[config.mk]
export PLATFORM = sky130hd
export DESIGN_NAME = synth_post_divider_frame_gen
export DESIGN_NICKNAME = d
export VERILOG_FILES = /design/src/design/synth_post_div_pkg.sv /design/src/design/post_divider_cfg_reg.sv /design/src/design/synth_post_divider_frame_gen.sv
export SDC_FILE = /design/constraint.sdc
export NUM_CORES = 1
export LEC_CHECK = 0
export ABC_AREA = 1
export ABC_CLOCK_PERIOD_IN_PS = 4200
export BUFFER_PORTS_ARGS = -buffer_cell sky130_fd_sc_hd__buf_2
export CORE_MARGIN = 1.5
export CORE_UTILIZATION = 58
export CTS_CLUSTER_SIZE = 16
export DETAILED_ROUTE_END_ITERATION = 6
export GPL_ROUTABILITY_DRIVEN = 0
export GPL_TIMING_DRIVEN = 0
export PLACE_DENSITY = 0.86
export SLEW_MARGIN = 20
export SYNTH_ARGS = -nofsm -noshare
export SYNTH_HDL_FRONTEND = slang
export SYNTH_HIERARCHICAL = 1
export SYNTH_SLANG_ARGS = --single-unit
[constraint.sdc]
create_clock -name clk -period 4.2 [get_ports clk]
set_input_delay 0.84 -clock clk [delete_from_list [all_inputs] [get_ports clk]]
set_output_delay 0.84 -clock clk [all_outputs]
set_load 0.02 [all_outputs]
[src/design/synth_post_div_pkg.sv]
// Constants shared by the post-divider frame and clock generator
`default_nettype none
package synth_post_div_pkg;
  // ==========================================================
  // Register map (byte registers, three bytes per divider)
  localparam logic [7:0]  DIV_C_ADDR   = 8'h92;
  localparam logic [7:0]  DIV_D_ADDR   = 8'h95;
  localparam logic [1:0]  CFG_BYTES    = 2'h3;
  localparam logic [1:0]  COMMIT_BYTE  = 2'h2;
  localparam logic [23:0] DIV_C_RESET  = 24'h000032;
  localparam logic [23:0] DIV_D_RESET  = 24'h000032;
  // ==========================================================
  // Field layout
  localparam int          MODE_LSB     = 20;
  localparam int          TYPE_BIT     = 19;
  localparam int          POL_BIT      = 18;
  localparam int          SRC_LSB      = 16;
  localparam int          RATE_W       = 16;
  localparam logic [3:0]  MODE_SPECIAL = 4'hf;
  // ==========================================================
  // Source select codes
  localparam logic [1:0]  SRC_A        = 2'h0;
  localparam logic [1:0]  SRC_B        = 2'h1;
  localparam logic [1:0]  C_SRC_LF     = 2'h2;
  localparam logic [1:0]  C_SRC_D      = 2'h3;
  localparam logic [1:0]  D_SRC_C      = 2'h2;
  localparam logic [1:0]  D_SRC_LF     = 2'h3;
  // ==========================================================
  // Clock cycles per tick at twice the base frequency
  localparam int          BASE_TICK_CYCLES = 100;
endpackage
`default_nettype wire

[src/design/post_divider_cfg_reg.sv]
// One 24-bit post-divider configuration register with coherent apply
`default_nettype none
module post_divider_cfg_reg
  import synth_post_div_pkg::*;
#(
  parameter logic [7:0]  BASE  = DIV_C_ADDR,
  parameter logic [23:0] RESET = DIV_C_RESET
)(
  input  wire logic        clk,
  input  wire logic        rst,
  input  wire logic [7:0]  reg_addr,
  input  wire logic [7:0]  reg_wdata,
  input  wire logic        reg_we,
  output logic      [23:0] cfg,
  output logic      [23:0] shadow,
  output logic             load,
  output logic             hit,
  output logic      [7:0]  rbyte
);
  // ==========================================================
  // Decode
  wire logic [7:0] offset  = reg_addr - BASE;
  wire logic       in_map  = (reg_addr >= BASE) && (offset < {6'h0, CFG_BYTES});
  wire logic [1:0] idx     = offset[1:0];
  wire logic       wr      = reg_we && in_map;
  wire logic       commit  = wr && (idx == COMMIT_BYTE);
  logic      [23:0] next_shadow;

  always_comb
  begin
    next_shadow = shadow;
    if (wr)
    begin
      next_shadow[idx * 8 +: 8] = reg_wdata;
    end
  end

  assign hit   = in_map;
  assign rbyte = shadow[idx * 8 +: 8];

  // ==========================================================
  // Storage; bytes collect in the shadow, generator sees only commits
  always_ff @(posedge clk or posedge rst)
  begin
    if (rst)
    begin
      shadow <= RESET;
      cfg    <= RESET;
      load   <= 1'b0;
    end
    else
    begin
      shadow <= next_shadow;
      load   <= commit;
      if (commit)
      begin
        cfg <= next_shadow;
      end
    end
  end
endmodule // post_divider_cfg_reg
`default_nettype wire

[src/design/synth_post_divider_frame_gen.sv]
// Post-dividers C and D: divided clock, low-frequency clock or frame pulse
`default_nettype none
// Contract
// C mode not all ones: 50% clock, synth clock divided by full 24 bits.
// C mode all ones, source 10: low-frequency clock, 2x base over bits 15:0.
// C mode all ones, other source: frame pulse one selected-clock period wide.
// Frame mode bit 18 picks polarity, 0 positive; else divider bit.
// Frame mode bit 19: 0 boundary mid-pulse, 1 at first edge.
// Mode field separates frame pulse, low-frequency clock and regular clock.
// D frame mode: bits 15:0 count selected-clock periods between pulses.
// D mode all ones, source 11: low-frequency clock, 2x base over bits 15:0.
// D outside all-ones mode: full 24 bits divide the synth clock.
// D source: 00 A, 01 B, 10 C, 11 low-frequency clock.
// Duty within 45-55% for even divisors and odd divisors from 41.
// Software avoids small odd divisors by raising synth rate, using eight.
// C source: 00 A, 01 B, 10 low-frequency clock, 11 D.
// C frame mode: bits 15:0 count selected-clock periods between pulses.
// Configuration reaches the generator only as one complete 24-bit value.
module synth_post_divider_frame_gen
  import synth_post_div_pkg::*;
#(
  parameter int BASE_TICKS = BASE_TICK_CYCLES
)(
  input  wire logic       clk,
  input  wire logic       rst,
  input  wire logic [7:0] reg_addr,
  input  wire logic [7:0] reg_wdata,
  input  wire logic       reg_we,
  input  wire logic       sibling_a_clk,
  input  wire logic       sibling_b_clk,
  output logic      [7:0] reg_rdata,
  output logic            divider_c_out,
  output logic            divider_d_out
);
  // ==========================================================
  // Configuration registers
  logic [23:0] cfg    [2];
  logic [23:0] shadow [2];
  logic [1:0]  load;
  logic [1:0]  hit;
  logic [7:0]  rbyte  [2];
  logic [1:0]  out;

  post_divider_cfg_reg #(
    .BASE  (DIV_C_ADDR),
    .RESET (DIV_C_RESET)
  ) u_divider_c_value (
    .clk       (clk),
    .rst       (rst),
    .reg_addr  (reg_addr),
    .reg_wdata (reg_wdata),
    .reg_we    (reg_we),
    .cfg       (cfg[0]),
    .shadow    (shadow[0]),
    .load      (load[0]),
    .hit       (hit[0]),
    .rbyte     (rbyte[0])
  );

  post_divider_cfg_reg #(
    .BASE  (DIV_D_ADDR),
    .RESET (DIV_D_RESET)
  ) u_divider_d_value (
    .clk       (clk),
    .rst       (rst),
    .reg_addr  (reg_addr),
    .reg_wdata (reg_wdata),
    .reg_we    (reg_we),
    .cfg       (cfg[1]),
    .shadow    (shadow[1]),
    .load      (load[1]),
    .hit       (hit[1]),
    .rbyte     (rbyte[1])
  );

  // ==========================================================
  // Register read; unmapped addresses read zero
  // Reads return the shadow, so software sees its own partial writes
  wire logic [7:0] next_rdata = hit[0] ? rbyte[0] : (hit[1] ? rbyte[1] : 8'h00);

  always_ff @(posedge clk or posedge rst)
  begin
    if (rst)
    begin
      reg_rdata <= 8'h00;
    end
    else
    begin
      reg_rdata <= next_rdata;
    end
  end

  // ==========================================================
  // Base tick at twice the base frequency, shared by both dividers
  // Free running, so both low-frequency outputs keep one phase reference
  logic [31:0] tick_cnt;
  logic        lf_tick;
  wire logic   tick_wrap = (tick_cnt >= 32'(BASE_TICKS - 1));

  always_ff @(posedge clk or posedge rst)
  begin
    if (rst)
    begin
      tick_cnt <= 32'h0;
      lf_tick  <= 1'b0;
    end
    else
    begin
      tick_cnt <= tick_wrap ? 32'h0 : tick_cnt + 32'h1;
      lf_tick  <= tick_wrap;
    end
  end

  // ==========================================================
  // Source vectors indexed by the select code
  // C and D may count each other; both outputs are registers, so no loop
  wire logic [3:0] src_vec [2];
  wire logic [1:0] lf_code [2];

  assign src_vec[0] = {out[1], 1'b0, sibling_b_clk, sibling_a_clk};
  assign src_vec[1] = {1'b0, out[0], sibling_b_clk, sibling_a_clk};
  assign lf_code[0] = C_SRC_LF;
  assign lf_code[1] = D_SRC_LF;

  // ==========================================================
  // One generator per divider
  genvar ch;
  generate
    for (ch = 0; ch < 2; ch++)
    begin : g_div
      wire logic [23:0] c        = cfg[ch];
      wire logic [1:0]  sel      = c[SRC_LSB +: 2];
      wire logic        special  = (c[MODE_LSB +: 4] == MODE_SPECIAL);
      wire logic        lf_mode  = special && (sel == lf_code[ch]);
      wire logic        frm_mode = special && !lf_mode;
      wire logic [23:0] rate     = {8'h00, c[RATE_W - 1:0]};
      wire logic [23:0] limit    = special ? rate : c;
      wire logic        src_clk  = src_vec[ch][sel];
      wire logic        neg      = c[POL_BIT];
      wire logic        first_ed = c[TYPE_BIT];

      logic [23:0] cnt;
      logic        src_prev;
      logic        pulse;
      logic        level;

      wire logic src_rise = src_clk && !src_prev;
      wire logic src_fall = !src_clk && src_prev;
      wire logic step     = lf_mode ? lf_tick : (frm_mode ? src_rise : 1'b1);
      wire logic last     = (limit != 24'h0) && (cnt >= limit - 24'h1);
      // Low phase takes the odd cycle, so duty is (n-1)/2n for odd n
      wire logic next_lvl = (cnt < (limit >> 1));
      wire logic edge_hit = first_ed ? src_rise : src_fall;
      logic [23:0] next_cnt;
      logic        next_pulse;
      logic        next_out;

      // ==========================================================
      // Counter
      // Load restarts the count so a new divisor never sees a stale value
      always_comb
      begin
        next_cnt = cnt;
        if (load[ch] || limit == 24'h0)
        begin
          next_cnt = 24'h0;
        end
        else if (step)
        begin
          next_cnt = last ? 24'h0 : cnt + 24'h1;
        end
      end

      // ==========================================================
      // Frame pulse
      // Zero rate parks the line at its idle level
      always_comb
      begin
        next_pulse = pulse;
        if (!frm_mode || rate == 24'h0 || load[ch])
        begin
          next_pulse = 1'b0;
        end
        else if (edge_hit)
        begin
          // Rises on edge_hit while cnt is at its last value: the fall before the boundary rise, or the boundary rise itself
          next_pulse = last;
        end
      end

      // ==========================================================
      // Output register
      assign next_out = frm_mode ? (pulse ^ neg) : level;

      always_ff @(posedge clk or posedge rst)
      begin
        if (rst)
        begin
          cnt      <= 24'h0;
          src_prev <= 1'b0;
          pulse    <= 1'b0;
          level    <= 1'b0;
          out[ch]  <= 1'b0;
        end
        else
        begin
          cnt      <= next_cnt;
          src_prev <= src_clk;
          pulse    <= next_pulse;
          level    <= next_lvl && !load[ch];
          out[ch]  <= next_out;
        end
      end
    end
  endgenerate

  // ==========================================================
  // Outputs
  assign divider_c_out = out[0];
  assign divider_d_out = out[1];
endmodule // synth_post_divider_frame_gen
`default_nettype wire

==> flow_summary.toml <==
[yosys]
yosys.cell_count.top_type = "nand2_1"
synth-seq-area-share_pct = 36.24
synth_top_area_share_pct = 33.90
async_reset_ff_share_pct = 100.0
syn_avg_cell_area_um2 = 7.177
synthesis.area_um2 = 13510
synth_commonest_cells = "720 x nand2_1, 183 x dfrtp_1, 173 x inv_1, 162 x nor2_1, 120 x nand3_1"
yosysUniqueCellTypes = 41
synth_area_leaders = "dfrtp_1 34%, nand2_1 20%, ha_1 10%"
synth-edff-count = 0
synth_seq_cells = 195
yosysWarnings = 6
netlist_instances = 1882
ys.flop_type = "dfrtp_1"
synth_top_cell_by_area = "dfrtp_1"

[global_routing]
antenna_found_initial = 0
overflow = 0
grt_pass1_vias = 12030
grt_pass1_wl_um = 56250
grtUsageTotal_pct = 28.86
grt_start_max_net_pins = 71

[run_status]
violations = "design-rule violations"
status = "complete, but fails checks"

[sta]
hold_viol_final = 0
finalCriticalPeriod_ns = 3.727
drv_slew = 0
fin_hold_ws_ns = 0.4162
worst_slack_ns = 0.4730
fin_crit_sh_pct = 88.74
setup_tns_ns = 0
max_clock_freq_ghz = 0.2683
finClkSkew_ns = 0.01718
setup_violations = 0
tightest_slew_ns = 0.5639
rsz0062_at_grt = "no"
max_slew_margin_pct = 62.15

[floorplan]
initial_utilization_pct = 59.30
rows = 55
dieArea_um2 = 24210
pin_count = 31
fp.dieH_um = 155.6
fp.coreArea_um2 = 22780
dieWidth_um = 155.6

[power]
internal_power_mw = 2.798
peakVddDrop_v = 0.0002599
pwr-share-clk_pct = 42.5
total_power_mw = 3.878
comb_power_share_pct = 7.9
swShare_pct = 27.84
cellLeakagePower_nw = 8.373
p_per_area_nw_per_um2 = 261.8
p_sw_mw = 1.080
power_frac_seq_pct = 49.6

[placement]
dp_slack_ns = 0.5564
placed_cell_area_um2 = 14210
io_buffers = 29
hpwlAfterDp_um = 25330
placed_cells = 2251

[drt]
num_vias = 12660
firstDrtPassIters = 7
first_iter_violations = 1068
via_per_inst = 5.545
final_antenna_net_count = 0
route.detailed.drc = 1
wl_per_cell_um = 14.69
routed_wl_um = 33540

[critical_path]
path_class = "flop to flop"
crit_path_cell_trace = "inv_2 -> nand3_1 -> nor2_1 -> nand2_1 -> nor2_2 -> nand2_1 -> nor3_2 -> xnor2_1 -> inv_1 -> ha_1 -> a21oi_1 -> o21ai_0 -> a21oi_1 -> nand2_1 -> nor2_1 -> nand3_1 -> o21ai_1"
cp_data_arrival_time_ns = 4.08
slowest_stage = "dfrtp_1"
reg2reg_depth = 17
endpoint_kind = "flop"
crit_top_cell = "nand2_1"
slowest_delay_ns = 0.44
crit_required_ns = 4.55
start_kind = "flop"
path_max_fanout = 7

[clocking]
cts_buffer_depth = 2
cts_tree = "done"
htree_levels = 4
cts_resized = 0
clock_sinks = 195
cts_hold_buf = 0
clkLatencyLatePin_ns = 0.44
cts_buffers = 17
post_cts_buffers = 0
clkTransAtPathRegs_ns = 0.08
root_buffer = "clkbuf_16"

[finish]
fillCellCount = 1913
utilization_pct = 65.03
drive_above_1_share_pct = 8.426
n_antenna_cell = 0
area_growth_pct = 9.671
fin_area_um2 = 14810
final_cells = 2283
final_net_count = 2086

[run]
maxCapViolations = 0

[worst_hold_path]
min_path_type = "primary input to async pin"
cell families (layout without fill, tap and decap cells):
logic type / after synthesis / count (layout) / synth area share [%]
adders and majority gates: 108 / 108 / 10.00
xor gates and xnor gates: 71 / 71 / 4.604
buffers and inverters: 242 / 306 / 7.661
and+or+nand+nor: 1155 / 1155 / 36.91
other: 1 / 25 / 0.02776
DFF: 195 / 195 / 36.24
AOI/OAI and AO/OA: 110 / 110 / 4.558
worst max-delay path, delay by kind of cell, from the launching register on:
kind                       cells  cell delay [ns]
xor gates and xnor gates       1             0.13
buffers and inverters          2             0.19
AOI/OAI and AO/OA              4             0.72
and+or+nand+nor                9             1.85
DFF                            1             0.44
adders and majority gates      1             0.29
layout make-up:
class | instances | area [µm²] | share of cell area [%]
multi-input combinational | 1469 | 7667 | 51.76
sequential | 195 | 4895 | 33.04
inverter | 196 | 740.7 | 5.000
clock buffer | 17 | 425.4 | 2.872
tap | 313 | 391.6 | 2.644
buffer | 46 | 299.0 | 2.019
timing repair buffer | 32 | 212.7 | 1.436
clock inverter | 15 | 181.4 | 1.225
routing by layer:
layer / vias up / part of all wire [%] / global-route usage (%)
met3: 95 / 7.0 / 4.417
li1: 6144 / - / -
met5: - / 0 / 0
met4: 0 / 2.9 / 11.61
met1: 5923 / 44 / 38.53
met2: 498 / 46 / 47.24
layout by cell type, fill, tap and decap left out, types with 3 or more instances in the layout:
cell type / synthesis / layout
a21o_1: 4 / 4
a21oi_1: 44 / 44
a21oi_2: 3 / 3
buf_2: 17 / 46
buf_4: 8 / 8
buf_6: 10 / 10
clkbuf_1: 11 / 11
clkbuf_16: 0 / 17
clkinv_1: 7 / 7
clkinv_8: 0 / 6
conb_1: 1 / 25
dfrtp_1: 183 / 183
dfstp_2: 12 / 12
ha_1: 108 / 108
inv_1: 173 / 170
inv_2: 16 / 18
inv_8: 0 / 5
nand2_1: 720 / 720
nand2_2: 8 / 8
nand3_1: 120 / 120
nand3_2: 3 / 3
nand3_4: 3 / 3
nand3b_1: 22 / 22
nand4_1: 63 / 63
nor2_1: 162 / 162
nor2_2: 6 / 6
nor2_4: 5 / 5
nor3_1: 27 / 27
nor4_1: 7 / 7
o21a_1: 3 / 3
o21ai_0: 35 / 35
o21ai_1: 13 / 13
xnor2_1: 22 / 22
xor2_1: 49 / 49
flip-flops by register name (all words and copies together) (netlist names), 8 cells and up:
name and count:
g_div.cnt 48, reg_rdata 8, tick_cnt 32, u_divider_c_value/cfg 24, u_divider_c_value/shadow 24, u_divider_d_value/cfg 24, u_divider_d_value/shadow 24
power groups by stage:
stage | sequential, mW | clock [mW] | combinational [mW]
global placement | 1.96 | 0 | 0.282
global route | 1.93 | 1.75 | 0.344
floorplan | 1.96 | 0 | 0.204
CTS | 1.92 | 1.67 | 0.302
finish | 1.92 | 1.65 | 0.307
detailed placement | 1.96 | 0 | 0.300
worst paths after layout:
path | start | to | slack, ns
worst max-delay path | u_divider_d_value/cfg[2] | g_div[1].cnt[1] | 0.47
max in group asynchronous | rst | g_div[0].cnt[18] | 3.13
worst min-delay path | rst | u_divider_c_value/cfg[17] | 0.42
min in group clk | tick_cnt[0] | tick_cnt[0] | 0.47
worst min register to register | tick_cnt[0] | tick_cnt[0] | 0.47
worst max register to register | u_divider_d_value/cfg[2] | g_div[1].cnt[1] | 0.47
(Power assumes the default switching activity.)
